[config.mk]
export PLATFORM = sky130hd
export DESIGN_NAME = apdc_top
export DESIGN_NICKNAME = d
export VERILOG_FILES = /design/src/apdc_divider.v /design/src/apdc_top.v
export VERILOG_INCLUDE_DIRS = /design/src
export SDC_FILE = /design/constraint.sdc
export NUM_CORES = 1
export LEC_CHECK = 0
export BUFFER_PORTS_ARGS = -buffer_cell sky130_fd_sc_hd__buf_2
export CORE_MARGIN = 3
export CORE_UTILIZATION = 50
export CTS_CLUSTER_SIZE = 20
export DETAILED_ROUTE_END_ITERATION = 12
export PLACE_DENSITY = 0.73
export RECOVER_POWER = 25
export SETUP_SLACK_MARGIN = 0.2
export SKIP_LAST_GASP = 1
export SLEW_MARGIN = 5
export SYNTH_ARGS = -nofsm -noshare
export SYNTH_HDL_FRONTEND = slang
export SYNTH_SLANG_ARGS = --single-unit
[constraint.sdc]
create_clock -name pclk -period 2.6 [get_ports pclk]
set_input_delay 0 -clock pclk [delete_from_list [all_inputs] [get_ports pclk]]
set_output_delay 0 -clock pclk [all_outputs]
set_load 0.01 [all_outputs]
[src/apdc_defs.vh]
`ifndef APDC_DEFS_VH
`define APDC_DEFS_VH
`define APDC_ADDR_CTRL 12'h000
`define APDC_ADDR_FBDIV 12'h004
`define APDC_ADDR_POST 12'h008
`define APDC_ADDR_STAT 12'h00c
`define APDC_CTRL_EN_BIT 0
`define APDC_CTRL_SRC_BIT 1
`define APDC_CTRL_PRE_LSB 8
`define APDC_CTRL_PRE_MSB 11
`define APDC_POST1_LSB 0
`define APDC_POST1_MSB 2
`define APDC_POST2_LSB 4
`define APDC_POST2_MSB 6
`define APDC_RST_PRE 4'h1
`define APDC_RST_FB 8'h01
`define APDC_RST_POST 3'h1
`define APDC_SETTLE_NS 2000
`define APDC_CLK_NS 50
`define APDC_SETTLE_CYC ((`APDC_SETTLE_NS + `APDC_CLK_NS - 1) / `APDC_CLK_NS)
`endif

[src/apdc_divider.v]
`timescale 1ns/1ps
// divides an enable-pulse stream by ratio; ratio 0 treated as 1
module apdc_divider (
   input wire pclk,
   input wire presetn,
   input wire run,
   input wire [7:0] ratio,
   input wire tick_in,
   output reg tick_out
);
   reg [7:0] count;
   wire [7:0] limit;
   assign limit = (ratio == 8'h00) ? 8'h01 : ratio;
   always @(posedge pclk or negedge presetn) begin
      if (!presetn) begin
         count <= 8'h00;
         tick_out <= 1'b0;
      end else if (!run) begin
         count <= 8'h00;
         tick_out <= 1'b0;
      end else if (tick_in) begin
         if (count + 8'h01 >= limit) begin
            count <= 8'h00;
            tick_out <= 1'b1;
         end else begin
            count <= count + 8'h01;
            tick_out <= 1'b0;
         end
      end else begin
         tick_out <= 1'b0;
      end
   end
endmodule

[src/apdc_top.v]
`timescale 1ns/1ps
`include "apdc_defs.vh"
// Overview of operation
// vco rate is input times multiplier over prescaler
// output is vco over both postscalers
// 8-bit multiplier, 4-bit prescaler used directly
// two 3-bit postscalers cascaded after vco
// loop runs only with enable and request
// source select one picks internal oscillator
// output held off until vco settled
module apdc_top (
   input wire pclk,
   input wire presetn,
   input wire psel,
   input wire penable,
   input wire pwrite,
   input wire [11:0] paddr,
   input wire [31:0] pwdata,
   output reg [31:0] prdata,
   output reg pready,
   output reg pslverr,
   input wire ext_ref_tick,
   input wire internal_fast_rc_osc_tick,
   input wire clock_request,
   output reg aux_vco_tick,
   output reg aux_loop_output_tick,
   output reg aux_loop_running,
   output reg aux_loop_locked
);
   localparam ST_OFF = 2'b00;
   localparam ST_SETTLE = 2'b01;
   localparam ST_LOCKED = 2'b10;
   localparam [15:0] SETTLE_CYC = `APDC_SETTLE_CYC;

   reg aux_loop_enable;
   reg internal_osc_source_select;
   reg [3:0] input_prescaler;
   reg [7:0] feedback_multiplier;
   reg [2:0] first_postscaler;
   reg [2:0] second_postscaler;
   reg [31:0] next_prdata;
   reg [1:0] state;
   reg [1:0] next_state;
   reg [15:0] settle_count;
   reg [7:0] mult_count;
   reg vco_pulse;
   wire ref_tick;
   wire pfd_tick;
   wire post1_tick;
   wire post2_tick;
   wire run;
   wire wr;
   wire rd;
   wire known;

   assign wr = psel & penable & pwrite;
   assign rd = psel & ~penable & ~pwrite;
   assign known = (paddr == `APDC_ADDR_CTRL) || (paddr == `APDC_ADDR_FBDIV) ||
                  (paddr == `APDC_ADDR_POST) || (paddr == `APDC_ADDR_STAT);
   assign ref_tick = internal_osc_source_select ? internal_fast_rc_osc_tick
                                                : ext_ref_tick;
   assign run = aux_loop_enable & clock_request;

   // one process per writable register address keeps each write decode independent
   always @(posedge pclk or negedge presetn) begin
      if (!presetn) begin
         aux_loop_enable <= 1'b0;
         internal_osc_source_select <= 1'b0;
         input_prescaler <= `APDC_RST_PRE;
      end else if (wr && paddr == `APDC_ADDR_CTRL) begin
         aux_loop_enable <= pwdata[`APDC_CTRL_EN_BIT];
         internal_osc_source_select <= pwdata[`APDC_CTRL_SRC_BIT];
         input_prescaler <= pwdata[`APDC_CTRL_PRE_MSB:`APDC_CTRL_PRE_LSB];
      end
   end

   always @(posedge pclk or negedge presetn) begin
      if (!presetn) begin
         feedback_multiplier <= `APDC_RST_FB;
      end else if (wr && paddr == `APDC_ADDR_FBDIV) begin
         feedback_multiplier <= pwdata[7:0];
      end
   end

   always @(posedge pclk or negedge presetn) begin
      if (!presetn) begin
         first_postscaler <= `APDC_RST_POST;
         second_postscaler <= `APDC_RST_POST;
      end else if (wr && paddr == `APDC_ADDR_POST) begin
         first_postscaler <= pwdata[`APDC_POST1_MSB:`APDC_POST1_LSB];
         second_postscaler <= pwdata[`APDC_POST2_MSB:`APDC_POST2_LSB];
      end
   end

   // read mux; unmapped offsets read as zero
   always @* begin
      next_prdata = 32'h00000000;
      case (paddr)
         `APDC_ADDR_CTRL: begin
            next_prdata = {20'h00000, input_prescaler, 6'h00,
                           internal_osc_source_select, aux_loop_enable};
         end
         `APDC_ADDR_FBDIV: begin
            next_prdata = {24'h000000, feedback_multiplier};
         end
         `APDC_ADDR_POST: begin
            next_prdata = {25'h0000000, second_postscaler, 1'b0, first_postscaler};
         end
         `APDC_ADDR_STAT: begin
            next_prdata = {30'h00000000, aux_loop_locked, aux_loop_running};
         end
         default: begin
            next_prdata = 32'h00000000;
         end
      endcase
   end

   // zero-wait slave: ready in the first access cycle
   always @(posedge pclk or negedge presetn) begin
      if (!presetn) begin
         prdata <= 32'h00000000;
         pready <= 1'b0;
         pslverr <= 1'b0;
      end else begin
         pready <= psel & ~penable;
         pslverr <= psel & ~penable & ~known;
         if (rd) begin
            prdata <= next_prdata;
         end
      end
   end

   // prescaler divides the reference down to the phase-compare rate
   apdc_divider u_pre (
      .pclk(pclk),
      .presetn(presetn),
      .run(run),
      .ratio({4'h0, input_prescaler}),
      .tick_in(ref_tick),
      .tick_out(pfd_tick)
   );

   // behavioural vco: one compare pulse releases feedback_multiplier vco pulses,
   // one per pclk; ratio holds only while the vco rate stays below pclk
   always @(posedge pclk or negedge presetn) begin
      if (!presetn) begin
         mult_count <= 8'h00;
         vco_pulse <= 1'b0;
      end else if (!run) begin
         mult_count <= 8'h00;
         vco_pulse <= 1'b0;
      end else if (pfd_tick) begin
         mult_count <= feedback_multiplier;
         vco_pulse <= 1'b0;
      end else if (mult_count != 8'h00) begin
         mult_count <= mult_count - 8'h01;
         vco_pulse <= 1'b1;
      end else begin
         vco_pulse <= 1'b0;
      end
   end

   apdc_divider u_post1 (
      .pclk(pclk),
      .presetn(presetn),
      .run(run),
      .ratio({5'h00, first_postscaler}),
      .tick_in(vco_pulse),
      .tick_out(post1_tick)
   );

   apdc_divider u_post2 (
      .pclk(pclk),
      .presetn(presetn),
      .run(run),
      .ratio({5'h00, second_postscaler}),
      .tick_in(post1_tick),
      .tick_out(post2_tick)
   );

   always @* begin
      next_state = state;
      case (state)
         ST_OFF: if (run) next_state = ST_SETTLE;
         ST_SETTLE: begin
            if (!run) next_state = ST_OFF;
            else if (settle_count == 16'h0001) next_state = ST_LOCKED;
         end
         ST_LOCKED: if (!run) next_state = ST_OFF;
         default: next_state = ST_OFF;
      endcase
   end

   always @(posedge pclk or negedge presetn) begin
      if (!presetn) begin
         state <= ST_OFF;
         settle_count <= 16'h0000;
      end else begin
         state <= next_state;
         if (state == ST_OFF && run)
            settle_count <= SETTLE_CYC;
         else if (state == ST_SETTLE && settle_count != 16'h0000)
            settle_count <= settle_count - 16'h0001;
      end
   end

   always @(posedge pclk or negedge presetn) begin
      if (!presetn) begin
         aux_vco_tick <= 1'b0;
         aux_loop_output_tick <= 1'b0;
         aux_loop_running <= 1'b0;
         aux_loop_locked <= 1'b0;
      end else begin
         aux_loop_running <= run;
         aux_loop_locked <= (next_state == ST_LOCKED);
         aux_vco_tick <= vco_pulse & run;
         aux_loop_output_tick <= post2_tick & (state == ST_LOCKED);
      end
   end
endmodule

# Word level (Yosys, flattened, before mapping)
# Cells that the tools add are included.
word_totals:
  ff_bits: 112
  inputBits: 52
  output_inout_bits: 38
  word_cells: 105
op_classes:
  n_addsub: 5
  magnitude_cmp: 3
  n_eq_ne: 11
  n_mux: 36
  bitwise_logic: 11
  reduce_logical: 16
ops:
  columns: ["op", "n"]
  rows:
  - ["8-bit two-way mux", 12]
  - ["12-bit one-hot mux with 4 select lines", 1]
  - ["16-bit two-way mux", 2]
  - ["8-bit by 1-bit adder with 8-bit output, second input constant", 3]
  - ["12-bit by 4-bit equality test with 1-bit output, second input constant", 2]
  - ["8-bit >= comparator", 3]
  - ["8-bit logical NOT", 3]
  - ["16-bit by 1-bit equality test with 1-bit output, second input constant", 1]
  - ["16-bit nonzero test", 1]
  - ["16-bit by 1-bit subtractor with 16-bit output, second input constant", 1]
  - ["1-bit two-way mux", 13]
  - ["12-bit by 3-bit equality test with 1-bit output, second input constant", 1]
  - ["12-bit logical NOT", 1]
  - ["1-bit AND", 8]
  - ["2-bit two-way mux", 4]
  - ["8-bit nonzero test", 1]
  - ["8-bit by 1-bit subtractor with 8-bit output, second input constant", 1]
  - ["3-bit two-way mux", 2]
  - ["2-bit one-hot mux with 3 select lines", 1]
  - ["1-bit logical AND", 5]
  - ["2-bit equality test, second input constant", 2]
  - ["4-bit two-way mux", 1]
  - ["2-bit != test, second input constant", 2]
  - ["1-bit logical OR", 3]
  - ["other kinds (6)", 8]

# Logic depth before layout (Yosys ltp)
depth:
  word_depth: 6
  ltp_mapped: 8
  depth_no_buf: 8

# By module
# From an unflattened synthesis, not the netlist that was laid out.
hier_totals:
  cells_unflattened: 484
  area_unflattened_um2: 5290.1
by_module_without_submodules:
  columns: ["mod", "n_inst", "cells_per_inst", "area_per_inst_um2", "seq_area_each_um2"]
  rows:
  - ["apdc_top", 1, 283, 3244.4, 1631.6]
  - ["apdc_divider", 3, 67, 681.9, 225.2]

# Worst setup path before layout
# OpenSTA, ideal clock, no wires.
synth_path:
  path_kind: "reg2reg"
  startpoint: "register u_post2.count[0]"
  endpoint: "register u_post2.count[1]"
  setup_ns: 0.078
  arrival_ns: 2.023
  t_required_ns: 2.522
  setup_slack_ns: 0.499
  stages_incl_launch_ff: 7
  n_path_buf: 0
  synth_period_minus_slack_ns: 2.101
  cell_sequence: "dfrtp_1 > ha_1 > ha_1 > a21o_1 > a2111oi_0 > nand3_1 > a21oi_1"
synth_via:
  elab_chain_cells: 5
synth_rtl:
  columns: ["element", "line_no", "text"]
  rows:
  - ["from (decl)", "apdc_divider.v:11", "reg [7:0] count;"]
  - ["from (signal assigned)", "apdc_divider.v:26", "count <= count + 8'h01;"]
  - ["8-bit by 1-bit adder with 8-bit output (*)", "apdc_divider.v:22, apdc_divider.v:26", null]
  - ["8-bit >= comparator", "apdc_divider.v:22", "if (count + 8'h01 >= limit) begin"]
  - ["8-bit two-way mux (*)", "apdc_divider.v:22", null]
  - ["8-bit two-way mux (*)", "apdc_divider.v:21", "end else if (tick_in) begin"]
  - ["8-bit two-way mux (*)", "apdc_divider.v:18", "end else if (!run) begin"]
# Mark *: on every way between the ends. The rest lies on a longest branch, timed or not. The select of a mux whose other input is x is not followed.
# A chain may end at the register's enable or synchronous reset.

# Worst setup path in the final report
# Ends and elaborated chain as after synthesis.

==> results.cfg <==
[status]
status = finished clean

[sta]
setup_viol = 0
fin_skew_ps = 12.1
fin_crit_ps = 2230
worstMarginPinSlew_ps = 1000
fin_crit_sh_pct = 85.8
relSlewSlack_pct = 33.2
fmax_mhz = 448
hold_viol = 0
rsz0062_at_grt = false
slew_viol_final = 0
tns_ps = 0

[clocking]
postCtsSetupRepairBufs = 0
cts.sinks = 92
clockBufferDepth = 2
cts_tree = done
cts_root_buf = clkbuf_8
htree_levels = 3
path_clk_slew_ps = 90
numCtsBuffers = 9
clk-insertion-delay-late_ps = 350

[grt]
grt_pass1_wl_um = 16300
grt-ovfl-total = 0
antenna_found_initial = 0
grt_start_max_net_pins = 76
track_usage_pct = 18.3
grt_pass1_vias = 3453

[yosys]
ys_warn_count = 0
ys_seq_area_share_pct = 48.2
synth_top_area_share_pct = 46.0
synth_cells = 454
netlist_area_um2 = 4790
yosysMostFrequentCell = dfrtp_1
synthDistinctLibCells = 63
ys_top_cells_by_count = dfrtp_1, nand2_1, nor2_1
async_flop_share_pct = 100
synth_edf_count = 0
syn_avg_cell_area_um2 = 10.5
yosys_most_used_dff = dfrtp_1
synth_seq_cells = 92
synth.area.top_cells = dfrtp_1, ha_1, mux2_2
synth_top_area_cell = dfrtp_1

[critical_path]
cp-start-kind = flip-flop
critPathMaxFanout = 6
setup.worst_path.end_class = flip-flop
path_class = reg2reg
cp_data_arrival_time_ps = 2510
r2r-start = u_post2.count[0]
required_ps = 2880
crit_start = u_post2.count[0]
reg2reg_setup_slack_ps = 370

[floorplanning]
fp.dieH_um = 104
placementRows = 35
start_util_pct = 51.5
die_width_um = 104
fp.coreArea_um2 = 9280
ios = 90
die_area_um2 = 10800

[placed_design]
portBuffers = 49
finalWeightedCongestion = 0.831
place_hpwl_um = 6810

[detailed_routing]
drt_first_iter_violations = 178
wl_um = 9640
wire_per_inst_um = 14.6
dr.pass1.iters = 4
routed_via_density = 5.34
drcViolationCount = 0
vias = 3523
ant_nets = 0

[finish]
diodes = 0
area_growth_pct = 14.5
n_fill_cell = 791
nets = 596
drive_gt1_share_pct = 19.8

[power]
report.power.total_uw = 2420
peakVddDrop_mv = 0.273
leakage_uw = 0.00253
power_density_nw_per_um2 = 442

[min_path]
hold_path.class = in2reg
min_from = paddr[7]

[job]
drv_cap = 0
metal layers:
layer / track usage [%] / wire length, µm / up-vias
met5: 0 / 0 / -
met4: 4.94 / 96 / 0
met3: 4.49 / 534 / 9
met2: 29.5 / 4590 / 91
met1: 24.7 / 4420 / 1704
li1: - / - / 1719
where the power goes:
part | leakage, µW | total [µW] | internal (µW) | switching, µW
Sequential | 0.00121 | 1440 | 1440 | 4.44
Clock | 0.0000863 | 862 | 374 | 489
Combinational | 0.00124 | 123 | 48.1 | 74.6
kinds of logic after synthesis:
family                   share of synthesized area [%]
XOR/XNOR                                          2.93
multiplexers                                      8.47
buffers and inverters                             5.67
flip-flops                                        48.2
AO/OA/AOI/OAI                                     9.44
AND/OR/NAND/NOR                                   20.5
other                                           0.0784
adder cells (fa/ha/maj)                           4.71
what timing repair did:
item,CTS,global route
endpoints found under the hold margin,113,0
gates resized for setup,0,1
hold buffers,22,0
setup endpoints to repair,0,2
area by class of cell:
class / instances / area (µm²) / share of cell area, %
sequential: 92 / 2310 / 42.1
multi-input combinational: 331 / 2280 / 41.6
timing repair buffer: 76 / 502 / 9.15
tap: 129 / 161 / 2.94
clock buffer: 12 / 145 / 2.65
inverter: 16 / 60.1 / 1.10
clock inverter: 4 / 26.3 / 0.479
worst paths after layout:
path                                    end  cells past startpoint
setup reg to reg           u_post2.count[1]                      7
min in group asynchronous         prdata[9]                      2
hold reg to reg                   prdata[8]                      2
setup / recovery           u_post2.count[1]                      7
hold / removal                    prdata[6]                      4
max in group asynchronous  settle_count[15]                      3
critical path, stage by stage (launching register included):
cell and delay (ps):
dfrtp_1 440, ha_1 340, ha_1 300, a21o_1 180, a2111oi_1 480, buf_4 200
nand3_1 70, a21oi_1 150
metrics by stage:
step                std cells  hold WS [ps]  worst slack, ps  utilization, %  area [µm²]
floorplan                 473          -296              499               -        4860
global placement          622          -118              459            55.0        5100
detailed placement        622          -117              350            55.0        5100
CTS                       660          34.2              246            59.2        5500
global route              660          55.2              239            59.0        5480
finish                    660          54.2              368            59.0        5480
flip-flops by register name, summed over array words and instances, names as in the netlist:
register and cells:
settle_count 16, prdata 12, feedback_multiplier 8, mult_count 8
u_post1.count 8, u_post2.count 8, u_pre.count 8, input_prescaler 4
first_postscaler 3, second_postscaler 3, state 2, aux_loop_enable 1
aux_loop_locked 1, aux_loop_output_tick 1, aux_loop_running 1, aux_vco_tick 1
internal_osc_source_select 1, pready 1, pslverr 1, u_post1.tick_out 1
u_post2.tick_out 1, u_pre.tick_out 1, vco_pulse 1
placed cells by master (no fill, tap or decap), drive strengths merged, types with 7 or more instances in the layout:
| cell type | instances |
|---|---|
| dfrtp | 88 |
| buf | 52 |
| nand2 | 39 |
| nor2 | 33 |
| dlygate4sd3 | 22 |
| mux2 | 22 |
| conb | 20 |
| a21oi | 18 |
| ha | 18 |
| nand3 | 15 |
| inv | 14 |
| clkbuf | 14 |
| and2 | 13 |
| o21ai | 13 |
| nand2b | 12 |
| nor3 | 10 |
| xor2 | 9 |
| mux2i | 9 |
| nand4 | 8 |
| nor4 | 8 |
| xnor2 | 7 |
| and3 | 7 |
| nand4b | 7 |
(Power assumes the default switching activity.)
